**src/smc_regs.vh**
```
// Purpose: constants for the sleep-mode controller
// Assumes: 8-bit control register, one word address
// Notes: timing counts in core clock cycles
`ifndef SMC_REGS_VH
`define SMC_REGS_VH
`define SMC_CTRL_ADDR 4'h0
`define SMC_STAT_ADDR 4'h1
`define SMC_CTRL_RESET 8'h00
`define SMC_SM2_BIT 7
`define SMC_SE_BIT 6
`define SMC_SM1_BIT 5
`define SMC_SM0_BIT 4
`define SMC_MODE_IDLE 3'h0
`define SMC_MODE_NOISE 3'h1
`define SMC_MODE_PDOWN 3'h2
`define SMC_MODE_PSAVE 3'h3
`define SMC_MODE_STBY 3'h6
`define SMC_MODE_XSTBY 3'h7
`define SMC_HALT_CYCLES 8'h04
`define SMC_STBY_CYCLES 8'h06
`endif

```
**src/smc_ctrl.v**
```verilog
// Purpose: sleep-mode controller, clock gating and wake sequencing
// Assumes: wake sources and resets are pin-level inputs from other logic/domains
// Notes: gate outputs are enables, high means the domain runs
`timescale 1ns/1ns
`include "smc_regs.vh"
// Overview of operation
// - Sleep only if enable bit set at instruction
// - Decode three mode bits; 100, 101 reserved
// - Mode bits 7,5,4; enable 6; sense 3..0
// - Wake stalls core four cycles past start-up
// - Register file and memory kept across sleep
// - Reset during sleep restarts from reset vector
// - Idle stops only core and program clocks
// - Idle wakes on external and peripheral interrupts
// - Idle or noise mode starts conversion
// - Noise mode halts peripheral, core, program clocks
// - Noise mode wakes on its listed sources
// - Power-down stops oscillator and all clocks
// - Power-down wakes on resets, match, external
// - Power-down wake waits fuse-set restart delay
// - Power-save keeps external timer 2 running
// - Timer 2 undefined without external clock
// - Code 110 with crystal: Standby, six cycles
// - Code 111 with crystal: Extended Standby, six
// - Non-idle modes: only EXT_INTERRUPT_TWO or level EXT_INTERRUPT_ZERO/1
// - Timer clock kept only with external clocking
module smc_ctrl #(
   parameter DELAY_WIDTH = 16,
   parameter [DELAY_WIDTH-1:0] RESTART_CYCLES = 16'd6
) (
   sys_clk,
   rst_n,
   reg_addr,
   reg_wdata,
   reg_wr,
   reg_rd,
   reg_rdata,
   sleep_instr,
   crystal_source,
   timer2_external_clocking,
   converter_enabled,
   ext_irq0,
   ext_irq1,
   ext_irq2,
   twi_match_irq,
   timer2_irq,
   mem_ready_irq,
   conv_done_irq,
   periph_irq,
   ext_reset,
   wdt_reset,
   bod_reset,
   core_clock_en,
   program_memory_clock_en,
   peripheral_clock_en,
   converter_clock_en,
   timer_crystal_clock_en,
   main_osc_en,
   timer_osc_en,
   core_stall,
   conv_start,
   take_reset_vector,
   irq_resume,
   sleeping,
   ext_irq0_sense_lo,
   ext_irq0_sense_hi,
   ext_irq1_sense_lo,
   ext_irq1_sense_hi
);
   input wire sys_clk;
   input wire rst_n;
   input wire [3:0] reg_addr;
   input wire [7:0] reg_wdata;
   input wire reg_wr;
   input wire reg_rd;
   output reg [7:0] reg_rdata;
   input wire sleep_instr;
   input wire crystal_source;
   input wire timer2_external_clocking;
   input wire converter_enabled;
   input wire ext_irq0;
   input wire ext_irq1;
   input wire ext_irq2;
   input wire twi_match_irq;
   input wire timer2_irq;
   input wire mem_ready_irq;
   input wire conv_done_irq;
   input wire periph_irq;
   input wire ext_reset;
   input wire wdt_reset;
   input wire bod_reset;
   output reg core_clock_en;
   output reg program_memory_clock_en;
   output reg peripheral_clock_en;
   output reg converter_clock_en;
   output reg timer_crystal_clock_en;
   output reg main_osc_en;
   output reg timer_osc_en;
   output reg core_stall;
   output reg conv_start;
   output reg take_reset_vector;
   output reg irq_resume;
   output reg sleeping;
   output reg ext_irq0_sense_lo;
   output reg ext_irq0_sense_hi;
   output reg ext_irq1_sense_lo;
   output reg ext_irq1_sense_hi;

   localparam ST_RUN = 2'h0;
   localparam ST_SLEEP = 2'h1;
   localparam ST_RESTART = 2'h2;
   localparam ST_HALT = 2'h3;

   // ==========================================================
   // Input synchronisers
   // ==========================================================
   localparam NSYNC = 11;
   wire [NSYNC-1:0] async_in;
   reg [NSYNC-1:0] sync_a;
   reg [NSYNC-1:0] sync_b;
   assign async_in = {bod_reset, wdt_reset, ext_reset, periph_irq, conv_done_irq,
                      mem_ready_irq, timer2_irq, twi_match_irq, ext_irq2, ext_irq1,
                      ext_irq0};
   genvar gi;
   generate
      for (gi = 0; gi < NSYNC; gi = gi + 1) begin : g_sync
         always @(posedge sys_clk) begin
            if (!rst_n) begin
               sync_a[gi] <= 1'b0;
               sync_b[gi] <= 1'b0;
            end else begin
               sync_a[gi] <= async_in[gi];
               sync_b[gi] <= sync_a[gi];
            end
         end
      end
   endgenerate
   wire s_irq0 = sync_b[0];
   wire s_irq1 = sync_b[1];
   wire s_irq2 = sync_b[2];
   wire s_twi = sync_b[3];
   wire s_t2 = sync_b[4];
   wire s_mem = sync_b[5];
   wire s_conv = sync_b[6];
   wire s_periph = sync_b[7];
   wire s_any_reset = sync_b[8] | sync_b[9] | sync_b[10];

   // ==========================================================
   // Control register
   // ==========================================================
   reg [7:0] ctrl;
   wire [2:0] sleep_mode_select;
   wire sleep_enable;
   assign sleep_mode_select = {ctrl[`SMC_SM2_BIT], ctrl[`SMC_SM1_BIT],
                               ctrl[`SMC_SM0_BIT]};
   assign sleep_enable = ctrl[`SMC_SE_BIT];

   reg [1:0] state;
   reg [2:0] mode;

   // Reports whether a mode code can really be entered
   function mode_legal;
      input [2:0] m;
      input xtal;
      begin
         case (m)
            `SMC_MODE_IDLE, `SMC_MODE_NOISE, `SMC_MODE_PDOWN, `SMC_MODE_PSAVE:
               mode_legal = 1'b1;
            `SMC_MODE_STBY, `SMC_MODE_XSTBY:
               mode_legal = xtal;
            default:
               mode_legal = 1'b0;
         endcase
      end
   endfunction

   // Level sense means both sense bits of that input are zero
   wire irq0_level = (ctrl[1:0] == 2'h0);
   wire irq1_level = (ctrl[3:2] == 2'h0);
   wire ext_wake_deep = s_irq2 | (s_irq0 & irq0_level) | (s_irq1 & irq1_level);

   reg wake_src;
   always @* begin
      case (mode)
         `SMC_MODE_IDLE:
            wake_src = s_irq0 | s_irq1 | s_irq2 | s_twi | s_t2 | s_mem | s_conv
                       | s_periph;
         `SMC_MODE_NOISE:
            wake_src = ext_wake_deep | s_twi | s_t2 | s_mem | s_conv;
         `SMC_MODE_PSAVE, `SMC_MODE_XSTBY:
            wake_src = ext_wake_deep | s_twi | (s_t2 & timer2_external_clocking);
         default:
            wake_src = ext_wake_deep | s_twi;
      endcase
   end

   // ==========================================================
   // Wake delay counter
   // ==========================================================
   reg dly_load;
   reg [DELAY_WIDTH-1:0] dly_value;
   wire dly_done;
   smc_delay #(.WIDTH(DELAY_WIDTH)) u_delay (
      .sys_clk(sys_clk),
      .rst_n(rst_n),
      .load(dly_load),
      .load_value(dly_value),
      .done(dly_done)
   );

   // ==========================================================
   // Sleep sequencer
   // ==========================================================
   wire enter_sleep = sleep_instr & sleep_enable
                      & mode_legal(sleep_mode_select, crystal_source);
   always @(posedge sys_clk) begin
      if (!rst_n) begin
         state <= ST_RUN;
         mode <= `SMC_MODE_IDLE;
         dly_load <= 1'b0;
         dly_value <= {DELAY_WIDTH{1'b0}};
         conv_start <= 1'b0;
         take_reset_vector <= 1'b0;
         irq_resume <= 1'b0;
      end else begin
         dly_load <= 1'b0;
         conv_start <= 1'b0;
         take_reset_vector <= 1'b0;
         irq_resume <= 1'b0;
         case (state)
            ST_RUN: begin
               if (enter_sleep) begin
                  state <= ST_SLEEP;
                  mode <= sleep_mode_select;
                  conv_start <= converter_enabled
                     & (sleep_mode_select == `SMC_MODE_IDLE
                        || sleep_mode_select == `SMC_MODE_NOISE);
               end
            end
            ST_SLEEP: begin
               if (s_any_reset) begin
                  state <= ST_RUN;
                  take_reset_vector <= 1'b1;
               end else if (wake_src) begin
                  state <= ST_RESTART;
                  dly_load <= 1'b1;
                  if (mode == `SMC_MODE_STBY || mode == `SMC_MODE_XSTBY)
                     dly_value <= {{(DELAY_WIDTH-8){1'b0}}, `SMC_STBY_CYCLES};
                  else if (mode == `SMC_MODE_IDLE || mode == `SMC_MODE_NOISE)
                     dly_value <= {{(DELAY_WIDTH-1){1'b0}}, 1'b1};
                  else
                     dly_value <= RESTART_CYCLES;
               end
            end
            ST_RESTART: begin
               if (s_any_reset) begin
                  state <= ST_RUN;
                  take_reset_vector <= 1'b1;
               end else if (dly_done) begin
                  state <= ST_HALT;
                  dly_load <= 1'b1;
                  dly_value <= {{(DELAY_WIDTH-8){1'b0}}, `SMC_HALT_CYCLES};
               end
            end
            ST_HALT: begin
               if (s_any_reset) begin
                  state <= ST_RUN;
                  take_reset_vector <= 1'b1;
               end else if (dly_done) begin
                  state <= ST_RUN;
                  irq_resume <= 1'b1;
               end
            end
            default: state <= ST_RUN;
         endcase
      end
   end

   // ==========================================================
   // Clock and oscillator gating
   // ==========================================================
   // Gating only stops clocks; storage keeps its contents because nothing is reset here
   wire in_sleep = (state == ST_SLEEP) | (state == ST_RESTART);
   wire asy_keep = timer2_external_clocking;
   reg n_core, n_prog, n_per, n_conv, n_asy, n_osc, n_tosc;
   always @* begin
      n_core = 1'b1;
      n_prog = 1'b1;
      n_per = 1'b1;
      n_conv = 1'b1;
      n_asy = 1'b1;
      n_osc = 1'b1;
      n_tosc = asy_keep;
      if (in_sleep) begin
         n_core = 1'b0;
         n_prog = 1'b0;
         case (mode)
            `SMC_MODE_IDLE: begin
               n_asy = asy_keep;
            end
            `SMC_MODE_NOISE: begin
               n_per = 1'b0;
               n_asy = asy_keep;
            end
            `SMC_MODE_PSAVE: begin
               n_per = 1'b0;
               n_conv = 1'b0;
               n_osc = 1'b0;
               n_asy = asy_keep;
            end
            `SMC_MODE_STBY: begin
               n_per = 1'b0;
               n_conv = 1'b0;
               n_asy = 1'b0;
               n_tosc = 1'b0;
            end
            `SMC_MODE_XSTBY: begin
               n_per = 1'b0;
               n_conv = 1'b0;
               n_asy = asy_keep;
            end
            default: begin
               n_per = 1'b0;
               n_conv = 1'b0;
               n_asy = 1'b0;
               n_osc = 1'b0;
               n_tosc = 1'b0;
            end
         endcase
      end
   end

   always @(posedge sys_clk) begin
      if (!rst_n) begin
         core_clock_en <= 1'b1;
         program_memory_clock_en <= 1'b1;
         peripheral_clock_en <= 1'b1;
         converter_clock_en <= 1'b1;
         timer_crystal_clock_en <= 1'b0;
         main_osc_en <= 1'b1;
         timer_osc_en <= 1'b0;
         core_stall <= 1'b0;
         sleeping <= 1'b0;
      end else begin
         core_clock_en <= n_core;
         program_memory_clock_en <= n_prog;
         peripheral_clock_en <= n_per;
         converter_clock_en <= n_conv;
         timer_crystal_clock_en <= n_asy & asy_keep;
         main_osc_en <= n_osc;
         timer_osc_en <= n_tosc;
         core_stall <= (state != ST_RUN) | enter_sleep;
         sleeping <= in_sleep;
      end
   end

   // ==========================================================
   // Register port
   // ==========================================================
   always @(posedge sys_clk) begin
      if (!rst_n) begin
         ctrl <= `SMC_CTRL_RESET;
         reg_rdata <= 8'h00;
         ext_irq0_sense_lo <= 1'b0;
         ext_irq0_sense_hi <= 1'b0;
         ext_irq1_sense_lo <= 1'b0;
         ext_irq1_sense_hi <= 1'b0;
      end else begin
         if (reg_wr && reg_addr == `SMC_CTRL_ADDR)
            ctrl <= reg_wdata;
         ext_irq0_sense_lo <= ctrl[0];
         ext_irq0_sense_hi <= ctrl[1];
         ext_irq1_sense_lo <= ctrl[2];
         ext_irq1_sense_hi <= ctrl[3];
         reg_rdata <= 8'h00;
         if (reg_rd) begin
            case (reg_addr)
               `SMC_CTRL_ADDR: reg_rdata <= ctrl;
               `SMC_STAT_ADDR: reg_rdata <= {5'h00, mode_legal(sleep_mode_select,
                                             crystal_source), state};
               default: reg_rdata <= 8'h00;
            endcase
         end
      end
   end
endmodule // smc_ctrl

```
**src/smc_delay.v**
```verilog
// Purpose: down counter timing the wake-up delay
// Assumes: load and count on the same clock
// Notes: done is a one-cycle pulse on the clock after the count is down to one
`timescale 1ns/1ns
module smc_delay #(
   parameter WIDTH = 16
) (
   sys_clk,
   rst_n,
   load,
   load_value,
   done
);
   input wire sys_clk;
   input wire rst_n;
   input wire load;
   input wire [WIDTH-1:0] load_value;
   output reg done;
   reg [WIDTH-1:0] count;
   reg running;
   always @(posedge sys_clk) begin
      if (!rst_n) begin
         count <= {WIDTH{1'b0}};
         running <= 1'b0;
         done <= 1'b0;
      end else begin
         done <= 1'b0;
         if (load) begin
            count <= load_value;
            running <= 1'b1;
         end else if (running) begin
            if (count <= {{(WIDTH-1){1'b0}}, 1'b1}) begin
               running <= 1'b0;
               done <= 1'b1;
            end else begin
               count <= count - {{(WIDTH-1){1'b0}}, 1'b1};
            end
         end
      end
   end
endmodule // smc_delay

```
**config.mk**
```make
export PLATFORM = sky130hd
export DESIGN_NAME = smc_ctrl
export DESIGN_NICKNAME = d
export VERILOG_FILES = /design/src/smc_ctrl.v /design/src/smc_delay.v
export VERILOG_INCLUDE_DIRS = /design/src
export SDC_FILE = /design/constraint.sdc
export NUM_CORES = 1
export LEC_CHECK = 0
export ABC_CLOCK_PERIOD_IN_PS = 1600
export BUFFER_PORTS_ARGS = -buffer_cell sky130_fd_sc_hd__buf_2
export CAP_MARGIN = 5
export CORE_MARGIN = 4
export CORE_UTILIZATION = 40
export CTS_CLUSTER_SIZE = 40
export DETAILED_ROUTE_END_ITERATION = 6
export GPL_TIMING_DRIVEN = 0
export PLACE_DENSITY = 0.75
export SYNTH_ARGS = -nofsm -noshare
export SYNTH_HDL_FRONTEND = slang
export SYNTH_SLANG_ARGS = --single-unit
```
**constraint.sdc**
```tcl
create_clock -name sys_clk -period 1.6 [get_ports sys_clk]
set_input_delay 0.32 -clock sys_clk [delete_from_list [all_inputs] [get_ports sys_clk]]
set_output_delay 0.32 -clock sys_clk [all_outputs]
set_load 0.01 [all_outputs]
```
Word level (Yosys, flattened, before mapping) --
Cells that the tools add are included.
Cells by class: add/subtract/negate cells 1, order comparisons 1, eq/ne operators 22, multiplexer cells 38, bitwise operators 27, reduce and logical (&&, ||, !) cells 30
Operators by type and width (count):
- $mux W16 | 7
- $pmux W16 S2 | 1
- $or A1 B1 Y1 | 18
- $le A16 B1 Y1 const B | 1
- $mux W1 | 16
- $pmux W8 S2 | 1
- $sub A16 B1 Y16 const B | 1
- $mux W2 | 7
- $eq A3 B3 Y1 const B | 4
- $reduce_and A2 Y1 | 6
- $reduce_or A4 Y1 | 3
- $ne A2 B2 Y1 const B | 5
- $eq A3 B2 Y1 const B | 3
- $pmux W2 S4 | 1
- $and A1 B1 Y1 | 7
- $eq A3 B1 Y1 const B | 2
- $logic_not A2 Y1 | 3
- $logic_not A3 Y1 | 2
- $mux W3 | 2
- $ne A3 B2 Y1 const B | 2
- $reduce_bool A2 Y1 | 3
- $reduce_or A2 Y1 | 3
- $reduce_or A3 Y1 | 2
- $reduce_and A5 Y1 | 1
- other kinds (13) | 18
Word-level totals: register bits after elaboration 93

Logic depth before layout (Yosys ltp) --
depth after elaboration 12, depth in mapped cells 6

Modules after synthesis --
Synthesis repeated with hierarchy kept, for this count alone.
Second synthesis, totals: cell total of the unflattened synthesis 337, area, all modules 3285.7 sq um
By module, submodules not included:
- smc_ctrl | instances 1, cells an instance 203, area each 2190.9 sq um, seq. area each 1241.2 sq um
- smc_delay | instances 1, cells an instance 134, area each 1094.8 sq um, seq. area each 360.3 sq um

Worst setup path before layout --
OpenSTA, ideal clock, no wires.
kind reg-to-reg, start point reg u_delay.count[0], end point reg u_delay.count[8], library setup time 128 ps, data arrival time 1628 ps, data required time 1472 ps, slack -156 ps, stages on the path, launching flop included 7, cell sequence dfxtp_1 > inv_1 > ha_1 > o2111a_1 > a2111oi_1 > xnor2_1 > nor2_1
Between the ends: word-level cells in the longest chain between the ends 4, elaborated cells between the ends (all ways) 7, those cells by class 1 x add/sub; 1 x order compare; 1 x eq/ne; 3 x mux; 1 x reduce/logical
RTL lines:
- start, declared | line smc_delay.v:19 | reg [WIDTH-1:0] count;
- start signal, assigned | line smc_delay.v:23 | count <= {WIDTH{1'b0}};
- start signal, assigned | line smc_delay.v:29 | count <= load_value;
- start signal, assigned | line smc_delay.v:36 | count <= count - {{(WIDTH-1){1'b0}}, 1'b1};
- $sub A16 B1 Y16 | line smc_delay.v:36
- $mux W16 | line smc_delay.v:32 | if (count <= {{(WIDTH-1){1'b0}}, 1'b1}) begin
- $mux W16 | line smc_delay.v:31 | end else if (running) begin
- $mux W16 | line smc_delay.v:28 | if (load) begin
Parallel ways exist; a longest one is shown, timed or not. The select of a mux whose other input is x is not followed. A chain may end at the register's enable or synchronous reset.

Final worst setup path --
start point reg sync_b[6], in the netlist s_conv, end point reg state[0]
Between the ends: word-level cells in the longest chain between the ends 5, elaborated cells between the ends (all ways) 6, those cells by class 1 x eq/ne; 1 x mux; 3 x bitwise; 1 x reduce/logical
RTL lines:
- start, declared | line smc_ctrl.v:120 | reg [NSYNC-1:0] sync_b;
- start signal, assigned by index | line smc_ctrl.v:133 | sync_b[gi] <= sync_a[gi];
- $or A1 B1 Y1 | line smc_ctrl.v:186 | wake_src = s_irq0 | s_irq1 | s_irq2 | s_twi | s_t2 | s_mem | s_conv
- $or A1 B1 Y1 | line smc_ctrl.v:187 | | s_periph;
- $pmux W1 S3 (*) | line smc_ctrl.v:184 | case (mode)
- $ne A3 B3 Y1 (no source line) (*)
- $reduce_and A4 Y1 (no source line) (*)
- end signal, assigned | line smc_ctrl.v:218 | state <= ST_RUN;
- end signal, assigned | line smc_ctrl.v:233 | state <= ST_SLEEP;
- end signal, assigned | line smc_ctrl.v:242 | state <= ST_RUN;
- end, declared | line smc_ctrl.v:158 | reg [1:0] state;
Mark *: on every way between the ends. The rest lies on a longest branch, timed or not.

==> flow_metrics.tcl <==
set metrics [dict create \
    combPwrFrac_pct 7.8 \
    path_max_fanout 3 \
    crit_type "reg2reg" \
    tightest_slew_ns 0.584 \
    clock-sinks 80 \
    fin_tns_setup_ns -1.33 \
    dp_hpwl_mm 4.33 \
    outcome "complete, but fails checks" \
    cts.path.max_buffers 2 \
    io_buffers 53 \
    ant_nets 0 \
    gp_congestion 0.792 \
    design.portCount 55 \
    wl_per_cell_um 13.6 \
    grt_max_degree 15 \
    synth.avg_cell_area_um2 10.0 \
    relSlewSlack_pct 61.1 \
    num_vias 2445 \
    power.total_uw 4010 \
    syn-cell-area_mm2 0.00307 \
    finalMaxSlewViolations 0 \
    syn_to_final_growth_pct 32.6 \
    period_needed_ns 1.84 \
    yosysTopAreaCell "dfxtp_1" \
    cap_viol_max_count 0 \
    antenna_found_initial 0 \
    die_h_um 95.6 \
    finish.utilization_pct 55.2 \
    switching_share_pct 23.2 \
    ys_ff_latch 80 \
    grt_pass1_vias 2309 \
    track_usage_pct 15.5 \
    pwr-share-seq_pct 51.6 \
    detail_route.first_pass.iterations 5 \
    cts_tree "yes" \
    die_area_mm2 0.00914 \
    cts_hold_buf 0 \
    min_period_over_period_pct 115 \
    clkTransAtPathRegs_ns 0.08 \
    rsz0062_at_grt "true" \
    synthMostInstantiatedCell "dfxtp_1" \
    cpMaxStageDelayCell "or3_4" \
    async_reset_ff_share_pct 0 \
    arrival_ns 2.12 \
    die-width_um 95.6 \
    cts_made_buffers 9 \
    drc_errors 0 \
    synthDistinctLibCells 51 \
    holdPathStages 2 \
    failed_checks "setup timing" \
    r2r.worst_path.cells 5 \
    power_leakage_uw 0.00175 \
    ys_seq_area_share_pct 52.2 \
    fin_nets 431 \
    htreeDepth 3 \
    clockRootBuffer "clkbuf_8" \
    p_int_uw 3080 \
    finalWirelength_mm 6.78 \
    clock_latency_ns 0.36 \
    vdd_drop_max_mv 0.643 \
    fillers 646 \
    p_per_area_mw_per_mm2 984 \
    viasPerCell 4.92 \
    whs_ns 0.163 \
    grt_pass1_wl_mm 10.8 \
    yosysWarnings 0 \
    hold_path_class "in2reg" \
    hold_viol_final 0 \
    drive_gt1_share_pct 33.9 \
    synth_top_area_share_pct 52.2 \
    netlist_instances 307 \
    grt-ovfl-total 0 \
    fp.coreArea_mm2 0.00737 \
    fin_ws_ns -0.242 \
    fmax_mhz 543 \
    start_util_pct 41.7 \
    drtIter0Drc 91 \
    crit_chain "or3_4 -> a2111oi_4 -> nand4_1 -> o21ai_2 -> mux2i_1" \
    cpPeakStageDelay_ns 0.39 \
    synth_nets 345 \
    synth_flop_cell "dfxtp_1" \
    cp.required_ns 1.88 \
    p_sw_uw 929 \
    power_frac_clock_pct 40.5 \
    synth-edff-count 0 \
    ff_latch_area_mm2 0.00162 \
    end_kind "flip-flop" \
    synth_common_cells "dfxtp_1, nor2_1, and2_1" \
    worstSetupStartpointType "flip-flop" \
    rows 31 \
    multi_input_area_mm2 0.00156 \
    antennaDiodeCount 0 \
    setup_violations 13 \
    final.setup_skew_ns 0.0126 \
    synthTopCellsByArea "dfxtp_1, and2_1, mux2i_1" \
]
## routing by layer
layer | up-vias | global-route usage [%] | routed length, um
met4 | 0 | 9.00 | 270
met2 | 70 | 24.6 | 3310
met1 | 1123 | 18.4 | 2860
met3 | 28 | 4.74 | 335
li1 | 1224 | - | -
met5 | - | 0 | 0
## power groups by stage
stage | Clock (uW) | Combinational [uW] | Sequential, uW
floorplan | 0 | 181 | 2120
global placement | 0 | 280 | 2120
detailed placement | 0 | 286 | 2120
CTS | 1660 | 293 | 2070
global route | 1750 | 346 | 2080
finish | 1620 | 314 | 2070
## placed cells by master (no fill, tap or decap), types with 5 or more instances in the layout
cell,Yosys,routed
clkbuf_8,0,9
xor2_1,5,5
inv_1,8,6
clkbuf_1,10,10
buf_2,0,53
nand3_1,7,6
a21oi_1,8,7
nor2_1,39,34
xnor2_1,8,8
nor3_1,8,8
dfxtp_2,0,9
nand4_1,5,5
nor2_4,0,5
and2_1,33,33
buf_4,1,19
nand2_1,16,16
mux2i_1,18,18
dfxtp_1,80,69
buf_6,1,5
ha_1,7,5
## logic make-up (layout without fill, tap and decap cells)
group           after synthesis  count (layout)  synth area share, %
simple gates                131             131                 23.5
flops                        80              80                 52.2
compound gates               36              36                 8.84
buf+inv                      22             113                 3.06
mux                          18              18                 5.87
xor+xnor                     13              13                 3.71
fa+ha+maj                     7               7                 2.85
## path summary, 6_finish.rpt
check	start	end	slack [ns]
worst max-delay path	s_conv	state[0]	-0.24
worst min-delay path	twi_match_irq	sync_a[3]	0.16
worst max register to register	s_conv	state[0]	-0.24
worst min register to register	sync_a[9]	sync_b[9]	0.43
## state kept, by name, indices dropped and copies added, names as in the netlist, 2 cells and up
register,cells
sync_b,3
ctrl,8
u_delay.count,16
reg_rdata,8
state,2
dly_value,3
sync_a,11
mode,3
## final cells by class
type	count	area share [%]
tap	99	3.04
timing repair buffer	76	11.2
inverter	9	0.891
buffer	12	1.23
clock inverter	6	2.30
sequential	80	39.8
multi-input combinational	205	38.4
clock buffer	10	3.13
## critical path, delay by kind of cell, from the launching register on
kind,cells,cell delay [ns]
multiplexers,1,0.23
AND/OR/NAND/NOR,2,0.61
AO/OA/AOI/OAI,2,0.63
flip-flops,1,0.30
## per-stage QoR
step                      instances  cell area [um^2]  worst slack (ns)
after floorplan                 307              3080            -0.103
after global placement          459              3460            -0.290
after detailed placement        459              3460            -0.301
after CTS                       486              3910            -0.187
after global routing            497              4070            -0.315
final                           497              4070            -0.242
## timing repair
action,CTS,global route
setup buffers,11,12
endpoints found under the hold margin,0,0
pin swaps,11,28
endpoints found under the setup margin,22,21
resized for setup,33,21
Note: power is estimated with default switching activity, not from simulation.
